### src/hdl/udc_pkg.sv
// shared types and constants for the up/down counter core
package udc_pkg;

    // ------------------------------------------------------------------
    // widths and reset values
    // ------------------------------------------------------------------
    localparam int          CNT_W_DEF   = 16;       // default counter width
    localparam int          PRE_W       = 10;       // prescaler counter width, reaches 1/1024
    localparam logic [9:0]  PRE_RST     = 10'h000;  // prescaler counter reset value
    localparam logic        FLAG_RST    = 1'b0;     // overflow flag reset value
    localparam logic        DIR_UP      = 1'b0;     // count_direction value for up-counting
    localparam logic        DIR_DOWN    = 1'b1;     // count_direction value for down-counting

    // ------------------------------------------------------------------
    // clock_divider_select encodings
    // ------------------------------------------------------------------
    typedef enum logic [2:0] {
        UDC_DIV1,
        UDC_DIV2,
        UDC_DIV4,
        UDC_DIV8,
        UDC_DIV16,
        UDC_DIV64,
        UDC_DIV256,
        UDC_DIV1024
    } udc_div_t;

    // ------------------------------------------------------------------
    // control word written by software, same clock as the core
    // ------------------------------------------------------------------
    typedef struct packed {
        logic     enable;          // run while high
        logic     soft_reset;      // one-cycle pulse, resets and disables
        logic     count_direction; // 0 up, 1 down
        logic     count_events;    // take ticks from event actions
        udc_div_t clock_divider_select;
        logic     cmd_clear;       // one-cycle pulse, clear at next tick
        logic     cmd_reload;      // one-cycle pulse, reload at next tick
        logic     flag_clear;      // one-cycle pulse, clears overflow_flag
    } udc_ctrl_t;

    // mask of low prescaler bits that must all be one for a tick
    function automatic logic [9:0] div_mask(input udc_div_t sel);
        case (sel)
            UDC_DIV1:    div_mask = 10'h000;
            UDC_DIV2:    div_mask = 10'h001;
            UDC_DIV4:    div_mask = 10'h003;
            UDC_DIV8:    div_mask = 10'h007;
            UDC_DIV16:   div_mask = 10'h00F;
            UDC_DIV64:   div_mask = 10'h03F;
            UDC_DIV256:  div_mask = 10'h0FF;
            UDC_DIV1024: div_mask = 10'h3FF;
            default:     div_mask = 10'h000;
        endcase
    endfunction

endpackage

### src/hdl/udc_prescaler.sv
// clock prescaler producing one-cycle ticks at the selected division
`timescale 1ns/10ps
module udc_prescaler #(
    parameter int PW = udc_pkg::PRE_W
) (
    // clock and reset
    input  wire logic             mclk,
    input  wire logic             rst,
    // control
    input  wire logic             run,
    input  wire udc_pkg::udc_div_t sel,
    // tick out
    output logic                  tick
);

    // ------------------------------------------------------------------
    // divider counter
    // ------------------------------------------------------------------
    logic [PW-1:0] div_r;     // free count while running
    logic [PW-1:0] div_nxt;   // next count
    logic [PW-1:0] mask;      // low bits that define the period

    // next value: held at zero while stopped so a restart is aligned
    always_comb begin
        mask    = PW'(udc_pkg::div_mask(sel));
        div_nxt = div_r;
        if (!run) begin
            div_nxt = PW'(udc_pkg::PRE_RST);
        end else begin
            div_nxt = div_r + PW'(1);
        end
    end

    // register only
    always_ff @(posedge mclk or posedge rst) begin
        if (rst) begin
            div_r <= PW'(udc_pkg::PRE_RST);
        end else begin
            div_r <= div_nxt;
        end
    end

    // a tick each time the masked bits are all ones
    assign tick = run && ((div_r & mask) == mask);
endmodule

### src/hdl/udc_core.sv
// up/down counter core of the control_timer with prescaler and event ticks
//
// How it works
// - event counting bypasses the clock prescaler
// - merged prescaler and event ticks advance counter
// - each tick clears, reloads, increments or decrements
// - clear or reload starts a new cycle
// - direction zero counts up, one down
// - up at top wraps to zero, flags
// - down at zero reloads top, flags
// - enable bit starts and stops the block
// - prescaler divides from 1 to 1/1024
`timescale 1ns/10ps
module udc_core #(
    parameter int CNT_W = udc_pkg::CNT_W_DEF
) (
    // clock and reset
    input  wire logic              MCLK,
    input  wire logic              RST,
    // software control word
    input  wire udc_pkg::udc_ctrl_t CTRL,
    // top value for wrap and reload
    input  wire logic [CNT_W-1:0]  TOP,
    // event action tick, one cycle, same clock
    input  wire logic              EVT_TICK,
    // status
    output logic [CNT_W-1:0]       COUNT,
    output logic                   OVERFLOW_FLAG,
    output logic                   CYCLE_START,
    output logic                   ENABLED
);

    // ------------------------------------------------------------------
    // state
    // ------------------------------------------------------------------
    logic [CNT_W-1:0] cnt_r;        // counter value
    logic [CNT_W-1:0] cnt_nxt;      // next counter value
    logic             en_r;         // block running
    logic             en_nxt;       // next running state
    logic             flag_r;       // sticky overflow_flag
    logic             flag_nxt;     // next flag
    logic             cyc_r;        // pulse: a new counting cycle began
    logic             cyc_nxt;      // next cycle pulse
    logic             clr_pend_r;   // clear command waiting for a tick
    logic             clr_pend_nxt; // next clear pending
    logic             rld_pend_r;   // reload command waiting for a tick
    logic             rld_pend_nxt; // next reload pending
    logic             ovf_hit;      // wrap or underflow on this tick
    logic             presc_tick;   // prescaler output
    logic             presc_run;    // prescaler enable
    logic             count_tick;   // merged tick stream
    logic             do_clear;     // clear selected on this tick
    logic             do_reload;    // reload selected on this tick

    // ------------------------------------------------------------------
    // tick source
    // ------------------------------------------------------------------
    // the prescaler idles while events drive the count, so it cannot
    // leak stray ticks into the event stream
    assign presc_run = en_r && !CTRL.count_events;

    udc_prescaler #(
        .PW   (udc_pkg::PRE_W)
    ) u_presc (
        .mclk (MCLK),
        .rst  (RST),
        .run  (presc_run),
        .sel  (CTRL.clock_divider_select),
        .tick (presc_tick)
    );

    // one stream: prescaled clock or event actions, never both
    assign count_tick = en_r &&
                        ((presc_tick && !CTRL.count_events) ||
                         (EVT_TICK && CTRL.count_events));

    // commands arriving in the tick cycle are honoured at once
    assign do_clear  = clr_pend_r || CTRL.cmd_clear;
    assign do_reload = !do_clear && (rld_pend_r || CTRL.cmd_reload);

    // ------------------------------------------------------------------
    // enable and pending commands
    // ------------------------------------------------------------------
    // soft reset wins over a still-high enable for one cycle; software
    // must drop its enable bit as well or the block restarts
    always_comb begin
        en_nxt       = CTRL.enable;
        clr_pend_nxt = clr_pend_r || CTRL.cmd_clear;
        rld_pend_nxt = rld_pend_r || CTRL.cmd_reload;
        if (count_tick) begin
            // consumed by the tick, whichever was chosen
            clr_pend_nxt = 1'b0;
            rld_pend_nxt = 1'b0;
        end
        if (CTRL.soft_reset) begin
            en_nxt       = 1'b0;
            clr_pend_nxt = 1'b0;
            rld_pend_nxt = 1'b0;
        end
    end

    always_ff @(posedge MCLK or posedge RST) begin
        if (RST) begin
            en_r       <= 1'b0;
            clr_pend_r <= 1'b0;
            rld_pend_r <= 1'b0;
        end else begin
            en_r       <= en_nxt;
            clr_pend_r <= clr_pend_nxt;
            rld_pend_r <= rld_pend_nxt;
        end
    end

    // ------------------------------------------------------------------
    // counter
    // ------------------------------------------------------------------
    // exactly one update per tick, priority clear, reload, count
    always_comb begin
        cnt_nxt = cnt_r;
        cyc_nxt = 1'b0;
        ovf_hit = 1'b0;
        if (CTRL.soft_reset) begin
            cnt_nxt = '0;
        end else if (count_tick) begin
            if (do_clear) begin
                cnt_nxt = '0;
                cyc_nxt = 1'b1;
            end else if (do_reload) begin
                cnt_nxt = TOP;
                cyc_nxt = 1'b1;
            end else if (CTRL.count_direction == udc_pkg::DIR_UP) begin
                if (cnt_r == TOP) begin
                    // overflow: wrap to zero, a clear by nature
                    cnt_nxt = '0;
                    ovf_hit = 1'b1;
                    cyc_nxt = 1'b1;
                end else begin
                    cnt_nxt = cnt_r + CNT_W'(1);
                end
            end else begin
                if (cnt_r == '0) begin
                    // underflow: reload with top
                    cnt_nxt = TOP;
                    ovf_hit = 1'b1;
                    cyc_nxt = 1'b1;
                end else begin
                    cnt_nxt = cnt_r - CNT_W'(1);
                end
            end
        end
    end

    // ------------------------------------------------------------------
    // overflow flag
    // ------------------------------------------------------------------
    // a wrap in the very cycle of a clear must not be lost: set wins
    always_comb begin
        flag_nxt = flag_r;
        if (CTRL.flag_clear) begin
            flag_nxt = 1'b0;
        end
        if (ovf_hit) begin
            flag_nxt = 1'b1;
        end
        if (CTRL.soft_reset) begin
            flag_nxt = udc_pkg::FLAG_RST;
        end
    end

    // register the counter group
    always_ff @(posedge MCLK or posedge RST) begin
        if (RST) begin
            cnt_r  <= '0;
            cyc_r  <= 1'b0;
            flag_r <= udc_pkg::FLAG_RST;
        end else begin
            cnt_r  <= cnt_nxt;
            cyc_r  <= cyc_nxt;
            flag_r <= flag_nxt;
        end
    end

    // outputs come straight from flip-flops
    assign COUNT         = cnt_r;
    assign OVERFLOW_FLAG = flag_r;
    assign CYCLE_START   = cyc_r;
    assign ENABLED       = en_r;
endmodule

### config.mk
export PLATFORM = sky130hd
export DESIGN_NAME = udc_core
export DESIGN_NICKNAME = d
export VERILOG_FILES = /design/src/hdl/udc_pkg.sv /design/src/hdl/udc_prescaler.sv /design/src/hdl/udc_core.sv
export SDC_FILE = /design/constraint.sdc
export NUM_CORES = 1
export LEC_CHECK = 0
export BUFFER_PORTS_ARGS = -buffer_cell sky130_fd_sc_hd__buf_2
export CAP_MARGIN = 25
export CORE_ASPECT_RATIO = 0.8
export CORE_MARGIN = 3
export CORE_UTILIZATION = 45
export CTS_BUF_LIST = sky130_fd_sc_hd__clkbuf_8
export DETAILED_ROUTE_END_ITERATION = 7
export GPL_ROUTABILITY_DRIVEN = 0
export PLACE_DENSITY_LB_ADDON = 0.08
export SETUP_SLACK_MARGIN = 0.05
export SLEW_MARGIN = 20
export SYNTH_ARGS = -nofsm -noshare
export SYNTH_HDL_FRONTEND = slang
export SYNTH_SLANG_ARGS = --single-unit
### constraint.sdc
create_clock -name MCLK -period 4.1 [get_ports MCLK]
set_clock_uncertainty 0.15 [all_clocks]
set_input_delay 0.205 -clock MCLK [delete_from_list [all_inputs] [get_ports MCLK]]
set_output_delay 0.205 -clock MCLK [all_outputs]
set_load 0.02 [all_outputs]
# Word level (Yosys, flattened, before mapping)
# Memories as Yosys holds them, arrays and structs flattened.
# Index checks and enable logic that the tools add are counted.
[op_classes] n_addsub=3 eq_ne=2 muxes=27 n_bitwise=1 reduce_logical=14
[op_table] op="16-bit 2-to-1 mux" count=7
[op_table] op="1-bit 2-to-1 mux" count=19
[op_table] op="16-bit by 1-bit adder with 16-bit output (second input constant)" count=1
[op_table] op="16-bit == test" count=1
[op_table] op="16-bit logical NOT" count=1
[op_table] op="16-bit by 1-bit subtractor with 16-bit output (second input constant)" count=1
[op_table] op="10-bit by 1-bit adder with 10-bit output (second input constant)" count=1
[op_table] op="10-bit AND" count=1
[op_table] op="10-bit == test" count=1
[op_table] op="10-bit 2-to-1 mux" count=1
[op_table] op="1-bit logical AND" count=6
[op_table] op="1-bit logical OR" count=3
[op_table] op="3-bit nonzero test" count=1
[op_table] op="1-bit logical NOT" count=2
[op_table] op="2-bit nonzero test" count=1
[word_totals] register_bits=31 romBits=80 inputBits=29 output_inout_bits=19 word_cells=55 mem_count=1
[memory_table] memory="(no name shown)" words=8 word_bits=10 read_ports=1 rd_ports_with_merged_regs=0 wr=0 line_no="udc_pkg.sv:44" rtl="case (sel)"

# Depth between registers and ports, before layout
# Gate-level depths: netlist of run 1.
# An unclocked memory read counts as a cell.
[logic_depth] ltp_word=11 mapped_depth=10 ltp_nobuf=8

# Modules after synthesis
# From an unflattened synthesis of run 1, not the netlist that was laid out.
[hier_totals] cells_unflattened=305 area_unflattened_um2=2606.2
[modules_own_cells] mod="udc_core" instances=1 cells_per_inst=249 area_per_inst_um2=2075.7 seq_area_each_um2=525.5
[modules_own_cells] mod="udc_prescaler" instances=1 cells_per_inst=56 area_per_inst_um2=530.5 seq_area_each_um2=250.2

# Worst setup path after synthesis of run 1
# No wires, ideal clock.
[synth_path] path_kind="flip-flop to flip-flop" start="reg cnt_r[1] (netlist: COUNT[1])" end="reg cnt_r[12] (netlist: COUNT[12])" setup_ns=0.122 arrival_time_ns=1.970 required_ns=3.828 path_slack_ns=1.858 path_stages_with_launch=10 n_path_buf=1 synth_period_minus_slack_ns=2.242 path_cell_list="dfrtp_1 buf_2 inv_1 ha_1 nor4b_4 nand4_2 or2_1 o22ai_1 a21oi_1 a32o_1"
[synth_via] elab_chain_len=7 word_cells_on_any_way=11 classes_between="2 x add/sub; 1 x eq/ne; 7 x mux; 1 x reduce/logical"
[synth_lines] item="from (decl)" line_no="udc_core.sv:36" rtl="logic [CNT_W-1:0] cnt_r;"
[synth_lines] item="from (signal assigned)" line_no="udc_core.sv:177" rtl="cnt_r <= cnt_nxt;"
[synth_lines] item="16-bit by 1-bit adder with 16-bit output, or another cell as far along" line_no="udc_core.sv:138" rtl="cnt_nxt = cnt_r + CNT_W'(1);"
[synth_lines] item="16-bit 2-to-1 mux (on tied branches)" line_no="udc_core.sv:132, udc_core.sv:141"
[synth_lines] item="16-bit 2-to-1 mux *" line_no="udc_core.sv:131" rtl="end else if (CTRL.count_direction == udc_pkg::DIR_UP) begin"
[synth_lines] item="16-bit 2-to-1 mux *" line_no="udc_core.sv:128" rtl="end else if (do_reload) begin"
[synth_lines] item="16-bit 2-to-1 mux *" line_no="udc_core.sv:125" rtl="if (do_clear) begin"
[synth_lines] item="16-bit 2-to-1 mux *" line_no="udc_core.sv:124" rtl="end else if (count_tick) begin"
[synth_lines] item="16-bit 2-to-1 mux *" line_no="udc_core.sv:122" rtl="if (CTRL.soft_reset) begin"
# Every way passes the cells marked *; elsewhere a longest branch is shown, timed or not. The select of a mux whose other input is x is not followed.
# A chain may end at the register's enable or synchronous reset.

# Worst setup path after layout of run 1
[layout_path] start="reg cnt_r[0] (netlist: COUNT[0])" end="reg cnt_r[10] (netlist: COUNT[10])"
# The elaborated chain is that of the path after synthesis.

==> results of run 1 <==
[cell usage after synthesis (4+ instances only)]
| cell type | instances | area share [%] |
|---|---|---|
| dfrtp_1 | 31 | 30 |
| o21ai_1 | 9 | 1.7 |
| a21oi_1 | 14 | 2.7 |
| nor3_1 | 6 | 1.1 |
| nand2_1 | 22 | 3.1 |
| nand4_1 | 15 | 3.6 |
| nor2_1 | 31 | 4.4 |
| nand3_1 | 11 | 2.1 |
| inv_1 | 12 | 1.7 |
| o21ai_0 | 16 | 3.0 |
| xnor2_1 | 34 | 11 |
| buf_2 | 10 | 1.9 |
| a221oi_1 | 7 | 2.3 |
| nor4_4 | 4 | 3.2 |
| xor2_1 | 9 | 3.0 |
| o22ai_1 | 4 | 0.95 |
| ha_1 | 4 | 1.9 |
| buf_6 | 7 | 3.0 |
[metrics by stage]
stage	worst slack, ps	hold WS (ps)	power, W	instance area, um^2
after floorplan	1860	159	0.000452	2630
after global placement	1390	170	0.000502	2810
after detailed placement	1330	170	0.000502	2810
after CTS	1300	43.9	0.000763	2920
after global routing	1040	55.1	0.000801	2920
final	1310	45.4	0.000760	2920
[cells by family (layout without fill, tap and decap cells)]
logic type,Yosys count,after routing
and+or+nand+nor,118,118
DFF,31,31
AOI/OAI and AO/OA,74,74
buffers and inverters,34,69
adders and majority gates,4,4
xor gates and xnor gates,43,43
[sequential cells by signal (all words and copies together) (netlist names)]
register / count
CYCLE_START: 1
OVERFLOW_FLAG: 1
COUNT: 16
u_presc.div_r: 10
clr_pend_r: 1
ENABLED: 1
rld_pend_r: 1
[layout make-up]
cell class,instances,area share [%]
tap,78,3.34
inverter,12,1.54
multi-input combinational,239,56.5
clock buffer,6,2.83
sequential,31,26.6
clock inverter,1,0.171
timing repair buffer,50,9.00
[worst paths after layout]
path / cells after the start / endpoint / start
setup / recovery: 8 / COUNT[10] / COUNT[0]
hold / removal: 4 / OVERFLOW_FLAG / CTRL[0]
setup reg to reg: 8 / COUNT[10] / COUNT[0]
hold reg to reg: 2 / OVERFLOW_FLAG / OVERFLOW_FLAG
max in group asynchronous: 4 / rld_pend_r / RST
min in group asynchronous: 4 / COUNT[14] / RST
[power by group through the flow]
| stage | sequential (W) | combinational (W) | clock (W) |
|---|---|---|---|
| floorplan | 0.000324 | 0.000128 | 0 |
| global placement | 0.000327 | 0.000175 | 0 |
| detailed placement | 0.000327 | 0.000175 | 0 |
| CTS | 0.000321 | 0.000177 | 0.000264 |
| global route | 0.000323 | 0.000197 | 0.000281 |
| finish | 0.000322 | 0.000178 | 0.000261 |
[worst reg2reg max path, stage by stage, from the launching register on]
cell     delay [ps]
dfrtp_1         540
inv_1           180
ha_1            200
nor4b_4         210
nand4_2         180
o21ai_1         770
a22oi_1         210
o31a_1          150
o32ai_1         110
[routing by layer]
| metal | global-route usage, % | wire, um | vias to the layer above | part of all wire, % |
|---|---|---|---|---|
| met5 | 0 | 0 | - | 0 |
| met4 | 7.02 | 80 | 0 | 1.1 |
| met3 | 4.75 | 516 | 7 | 6.8 |
| met2 | 33.5 | 3160 | 73 | 41 |
| met1 | 35.9 | 3860 | 1192 | 51 |
| li1 | - | - | 1171 | - |
[timing repair]
item,4_1_cts,5_1_grt
hold endpoints to repair,32,0
hold buffers,2,0
buffers inserted,0,0
==> flow_summary.ini, run 1 <==
[outcome]
status = finished clean

[floorplan]
top_level_ports = 48
coreArea_um2 = 5560
die_w_um = 91.4
rows = 24
start_util_pct = 47.3
dieHeight_um = 74.3
dieArea_um2 = 6790

[synth]
synthArstFlopShare_pct = 100
synth_compound_area_share_pct = 18.7
synth-edff-count = 0
ys_types = 54
synth-seq-cells = 31
ys.flop_type = dfrtp_1
synth-xor-area-share_pct = 14.3
yosysWarnings = 0
synth_fp_nets = 337
syn_avg_cell_area_um2 = 8.64
synth-simple-area-share_pct = 27.9
syn-cell-area_um2 = 2630
seq_area_frac_synth_pct = 29.5
synth_top_family_by_area = simple AND/OR/NAND/NOR gates
synth_adder_area_share_pct = 1.91
netlist_instances = 304
synth_mux_area_share_pct = 0

[power_and_ir_drop]
ir_drop_uv = 159
switching_power_w = 0.000246
internal-power_w = 0.000515
p_sw_share_pct = 32.3
p_clk_share_pct = 34.3
seqPwrFrac_pct = 42.3
combPwrFrac_pct = 23.4
p_leak_nw = 1.27
power_density_nw_per_um2 = 260

[setup_path]
worst_setup_path_start_kind = register
worstPathArrival_ps = 2830
endpoint_kind = register
path_max_fanout = 12
crit_family = compound AO/OA/AOI/OAI gates
worstPathCellList = inv_1, ha_1, nor4b_4, nand4_2, o21ai_1, a22oi_1, o31a_1, o32ai_1
required_ps = 4140
cpPeakStageDelay_ps = 770
path_buf_inv = 1
slowest_stage = o21ai_1
reg2reg_slack_ps = 1310
setup.worst_path.class = register to register

[route]
finalWirelength_um = 7610
drc_errors = 0
initialDrtViolationCount = 223
first_pass_iters = 5
post_drt_via_cell_ratio = 5.86
ant_nets = 0
vias = 2443
wl_per_cell_um = 18.2

[layout]
n_antenna_cell = 0
register_area_um2 = 776
stdcell_count = 417
utilization_pct = 52.5
drive_above_1_share_pct = 21.8
mostFrequentLayoutCells = buf_2, xnor2_1, dfrtp_1, nor2_1, nand2_1
nets = 372
n_fill_cell = 553
multi_input_area_um2 = 1650
syn_to_final_growth_pct = 11.1
final_common_cell = buf_2

[sta]
period_minus_slack_ps = 2790
rsz0062_at_grt = no
setup_viol = 0
setup_tns_ps = 0
clock.fmax_ghz = 0.358
slew-limit-headroom_pct = 37.0
worstMarginPinSlew_ps = 939
min_period_over_period_pct = 68.1
maxSlewViolCount = 0
finalHoldViolations = 0

[global_route]
grt_max_degree = 32
antenna_found_initial = 0
track_usage_pct = 23.6
gr-total-overflow = 0
grt_pass1_wl_um = 12300
grt_pass1_vias = 2243

[placement]
place_inst = 408
dp_hpwl_um = 5560
portBuffers = 47

[clocking]
clock_latency_ps = 300
clock-sinks = 31
post_cts_resized = 0
clk_pin_slew_ps = 70
numCtsBuffers = 5
htree_levels = 2
cts-root-buf = clkbuf_8
clockBufferDepth = 2
cts_tree = built

[run]
cap_viol_max_count = 0

[min_path]
hold_class = input port to register
Note: power is estimated with default switching activity, not from simulation.
==> inputs of run 2 (changes only) <==
==> constraint.sdc (replaced) <==
create_clock -name MCLK -period 2.7 [get_ports MCLK]
set_clock_uncertainty 0.15 [all_clocks]
set_input_delay 0.135 -clock MCLK [delete_from_list [all_inputs] [get_ports MCLK]]
set_output_delay 0.135 -clock MCLK [all_outputs]
set_load 0.02 [all_outputs]
==> flow_summary.ini, run 2 (synthesis gave the netlist of run 1 again) <==
[outcome]
status = finished clean

[setup_path]
worstPathArrival_ps = 2460
worst_setup_path_start_kind = register
reg2reg_from = COUNT[0]
cpPeakStageDelay_ps = 530
required_ps = 2740
worstPathCellList = inv_1, ha_1, nor3b_2, nand4_1, xnor2_1, o22ai_1, a21oi_1, a32o_1
crit_start = COUNT[0]
endpoint_kind = register
slowest_stage = dfrtp_1
setup.worst_path.class = register to register
path_max_fanout = 11

[sta]
rsz0062_at_grt = no
clock.fmax_ghz = 0.413
maxSlewViolCount = 0
setup_tns_ps = 0
setup_viol = 0
period_minus_slack_ps = 2420
worst_slack_ps = 278
worstMarginPinSlew_ps = 844
finalHoldViolations = 0
min_period_over_period_pct = 89.7
slew-limit-headroom_pct = 43.4

[clocking]
cts_tree = built
htree_levels = 2
cts-root-buf = clkbuf_8
clock_latency_ps = 290
clockBufferDepth = 2
numCtsBuffers = 5
clk_pin_slew_ps = 80
clock-sinks = 31

[placement]
pre_cts_slack_ps = 325
portBuffers = 47
postPlaceCellArea_um2 = 2890
dp_hpwl_um = 5780
place_inst = 419

[layout]
mostFrequentLayoutCells = buf_2, xnor2_1, dfrtp_1, nor2_1, nand2_1
largest_register_ffs = 16
drive_above_1_share_pct = 24.2
syn_to_final_growth_pct = 17.0
n_antenna_cell = 0
final_common_cell = buf_2
stdcell_count = 433
fin_area_um2 = 3070
nets = 387

[global_route]
track_usage_pct = 23.4
grt_max_degree = 32
grt_pass1_vias = 2298
antenna_found_initial = 0
gr-total-overflow = 0
grt_pass1_wl_um = 12300

[floorplan]
dieHeight_um = 74.3
start_util_pct = 47.3
coreArea_um2 = 5560
dieArea_um2 = 6790
rows = 24
top_level_ports = 48
die_w_um = 91.4

[route]
post_drt_via_cell_ratio = 5.90
vias = 2556
wl_per_cell_um = 18.0
ant_nets = 0
finalWirelength_um = 7770
first_pass_iters = 5
initialDrtViolationCount = 360
drc_errors = 0

[power_and_ir_drop]
p_leak_nw = 1.36
ir_drop_uv = 250
power_density_nw_per_um2 = 414

[run]
cap_viol_max_count = 0

[min_path]
hold_class = input port to register
min_from = CTRL[8]
run 2: cell types whose count changed in the layout (fill, tap and decap cells not counted):
cell,change
dlygate4sd3_1,+4
bufinv_16,+1
buf_4,+11
run 2: where the power goes:
group,leakage [nW],switching [W],internal [W]
Sequential,0.428,0.0000133,0.000472
Combinational,0.873,0.000169,0.000124
Clock,0.0612,0.000195,0.000299
Total,1.36,0.000378,0.000894
run 2: layout make-up:
class	count	area (um^2)
Sequential cell	31	776
Clock inverter	2	35.0
Timing Repair Buffer	65	385
Fill cell	557	2480
Tap cell	78	97.6
Inverter	12	45.0
Clock buffer	6	82.6
Multi-Input combinational cell	239	1650
run 2: final timing paths:
path,end,slack [ps],depth (start not counted)
min,ENABLED,10,2
max,COUNT[12],280,8
min reg2reg,OVERFLOW_FLAG,360,2
max reg2reg,COUNT[12],280,8
max in group asynchronous,u_presc.div_r[1],1780,4
min in group asynchronous,COUNT[12],320,4
run 2: metrics by stage:
| stage | power (W) | utilization, % | hold slack [ps] |
|---|---|---|---|
| floorplan | 0.000686 | - | 88.5 |
| global placement | 0.000774 | 52.1 | 92.3 |
| detailed placement | 0.000775 | 52.1 | 98.8 |
| CTS | 0.00127 | 55.3 | 2.16 |
| global route | 0.00132 | 55.3 | 43.8 |
| finish | 0.00127 | 55.3 | 11.5 |
run 2: critical path: cells and delay by family (launching register included):
family	cells	cell delay, ps
adder cells (fa/ha/maj)	1	190
buffers and inverters	1	170
AO/OA/AOI/OAI	3	500
XOR/XNOR	1	160
flip-flops	1	530
AND/OR/NAND/NOR	2	620
run 2: what timing repair did:
item | CTS | global route
setup endpoints to repair | 0 | 0
hold buffers | 6 | 0
hold endpoints to repair | 36 | 0
resized for setup | 0 | 0
setup buffers | 0 | 0
run 2: metal layers:
layer	share of wire, %	up-vias	wire (um)	track usage, %
met5	0	-	0	0
met1	49	1236	3790	35.6
li1	-	1203	-	-
met3	8.1	7	626	4.95
met2	42	110	3290	33.5
met4	0.90	0	70	6.02
==> inputs of run 3 (changes only) <==
==> constraint.sdc (replaced) <==
create_clock -name MCLK -period 2.7 [get_ports MCLK]
set_clock_uncertainty 0.15 [all_clocks]
set_input_delay 0.135 -clock MCLK [delete_from_list [all_inputs] [get_ports MCLK]]
set_output_delay 0.135 -clock MCLK [all_outputs]
set_load 0.1 [all_outputs]
==> flow_summary.ini, run 3 (synthesis gave the netlist of run 1 again) <==
[outcome]
status = finished clean

[sta]
setup_viol = 0
finalHoldViolations = 0
worstMarginPinSlew_ps = 787
period_minus_slack_ps = 2380
worst_slack_ps = 319
maxSlewViolCount = 0
clock.fmax_ghz = 0.420
slew-limit-headroom_pct = 47.2
setup_tns_ps = 0
min_period_over_period_pct = 88.2
rsz0062_at_grt = no

[route]
wl_met3_um = 636
first_pass_iters = 5
vias = 2577
m1WireLength_um = 3820
met2_length_um = 3210
initialDrtViolationCount = 241
ant_nets = 0
post_drt_via_cell_ratio = 5.92
drc_errors = 0
top_layer_used = met4
wl_per_cell_um = 17.8
finalWirelength_um = 7740

[layout]
mostFrequentLayoutCells = buf_2, xnor2_1, nor2_1, dfrtp_1, nand2_1
n_antenna_cell = 0
fin_area_um2 = 3090
largest_register_ffs = 16
final_common_cell = buf_2
syn_to_final_growth_pct = 17.8
drive_above_1_share_pct = 25.5
nets = 389
n_fill_cell = 569

[setup_path]
reg2reg_slack_ps = 320
worst_setup_path_start_kind = register
endpoint_kind = register
setup.worst_path.class = register to register
worstPathArrival_ps = 2410
path_max_fanout = 11
required_ps = 2730
regToRegEndpoint = COUNT[12]
reg2reg_from = COUNT[0]
worstRegToRegCells = 8

[power_and_ir_drop]
p_sw_share_pct = 31.2
p_leak_nw = 1.36
seqPwrFrac_pct = 37.2
power_density_nw_per_um2 = 422
combPwrFrac_pct = 25.3
switching_power_w = 0.000407
ir_drop_uv = 274
internal-power_w = 0.000898
p_clk_share_pct = 37.6

[global_route]
grt_pass1_vias = 2431
antenna_found_initial = 0
track_usage_pct = 24.0
grt_max_degree = 32
gr-total-overflow = 0
grt_pass1_wl_um = 12800

[clocking]
clock-sinks = 31
cts-root-buf = clkbuf_8
clock_latency_ps = 290
numCtsBuffers = 5
post_cts_buffers = 0
htree_levels = 2
cts_tree = built
clk_pin_slew_ps = 70
clockBufferDepth = 2

[min_path]
hold_depth = 3
min_from = CTRL[2]
hold_path_end = clr_pend_r
hold_class = input port to register

[floorplan]
rows = 24
coreArea_um2 = 5560
dieHeight_um = 74.3
top_level_ports = 48
start_util_pct = 47.3
die_w_um = 91.4
dieArea_um2 = 6790

[placement]
dp_hpwl_um = 5810
portBuffers = 47
pre_cts_slack_ps = 339
postPlaceCellArea_um2 = 2910

[run]
cap_viol_max_count = 0
==> run 3: changes by cell type in the layout (fill, tap and decap cells not counted), sizes merged <==
cell         change
buf              +1
dlygate4sd3      +1
==> run 3: cell type report <==
type	instances	area (um^2)	share of cell area (%)
clock buffers	6	82.6	2.67
clock inverters	2	35.0	1.13
inverters	12	45.0	1.46
repair buffers	67	403	13.0
well taps	78	97.6	3.15
flip-flops and latches	31	781	25.2
multi-input cells	239	1650	53.3
==> run 3: worst max path at each step <==
stage                          from   endpoint  slack [ps]  cells past startpoint
final                      COUNT[0]  COUNT[12]         320                      8
after global routing       COUNT[7]   COUNT[8]         140                      6
after global placement     COUNT[0]  COUNT[12]         370                      8
after CTS                    TOP[4]  COUNT[11]         310                      8
after detailed placement  COUNT[10]  COUNT[11]         340                      6
after floorplan           COUNT[12]  COUNT[11]          60                      7
==> run 3: stage by stage <==
| step | total power (W) | hold WS, ps | utilization (%) | cells |
|---|---|---|---|---|
| 2_1_floorplan | 0.000716 | 88.2 | - | 304 |
| 3_3_place_gp | 0.000812 | 96.7 | 52.3 | 420 |
| 3_5_place_dp | 0.000813 | 97.1 | 52.3 | 420 |
| 4_1_cts | 0.00132 | 7.81 | 55.7 | 435 |
| 5_1_grt | 0.00136 | 38.5 | 55.7 | 435 |
| 6_report | 0.00131 | 3.62 | 55.7 | 435 |
==> run 3: critical path, cell delays in order, from the launching register on <==
cell and delay (ps):
dfrtp_2 500, inv_1 140, ha_1 190, nor4b_4 230, nand4_2 210, or2_1 300, o22ai_1 160, a21oi_1 90
a32o_1 300
==> run 3: power by group through the flow <==
stage	sequential [W]	combinational (W)	clock, W
2_1_floorplan	0.000522	0.000194	0
3_3_place_gp	0.000494	0.000318	0
3_5_place_dp	0.000494	0.000318	0
4_1_cts	0.000485	0.000327	0.000503
5_1_grt	0.000487	0.000358	0.000516
6_report	0.000485	0.000330	0.000490
==> run 3: timing repair <==
item	CTS	global route
endpoints found under the hold margin	36	0
gates resized for setup	0	0
hold buffers	7	0
==> run 3: per-layer routing <==
| metal | track usage [%] | vias up |
|---|---|---|
| li1 | - | 1209 |
| met4 | 6.19 | 0 |
| met2 | 35.5 | 124 |
| met3 | 4.35 | 9 |
| met1 | 36.2 | 1235 |
| met5 | 0 | - |
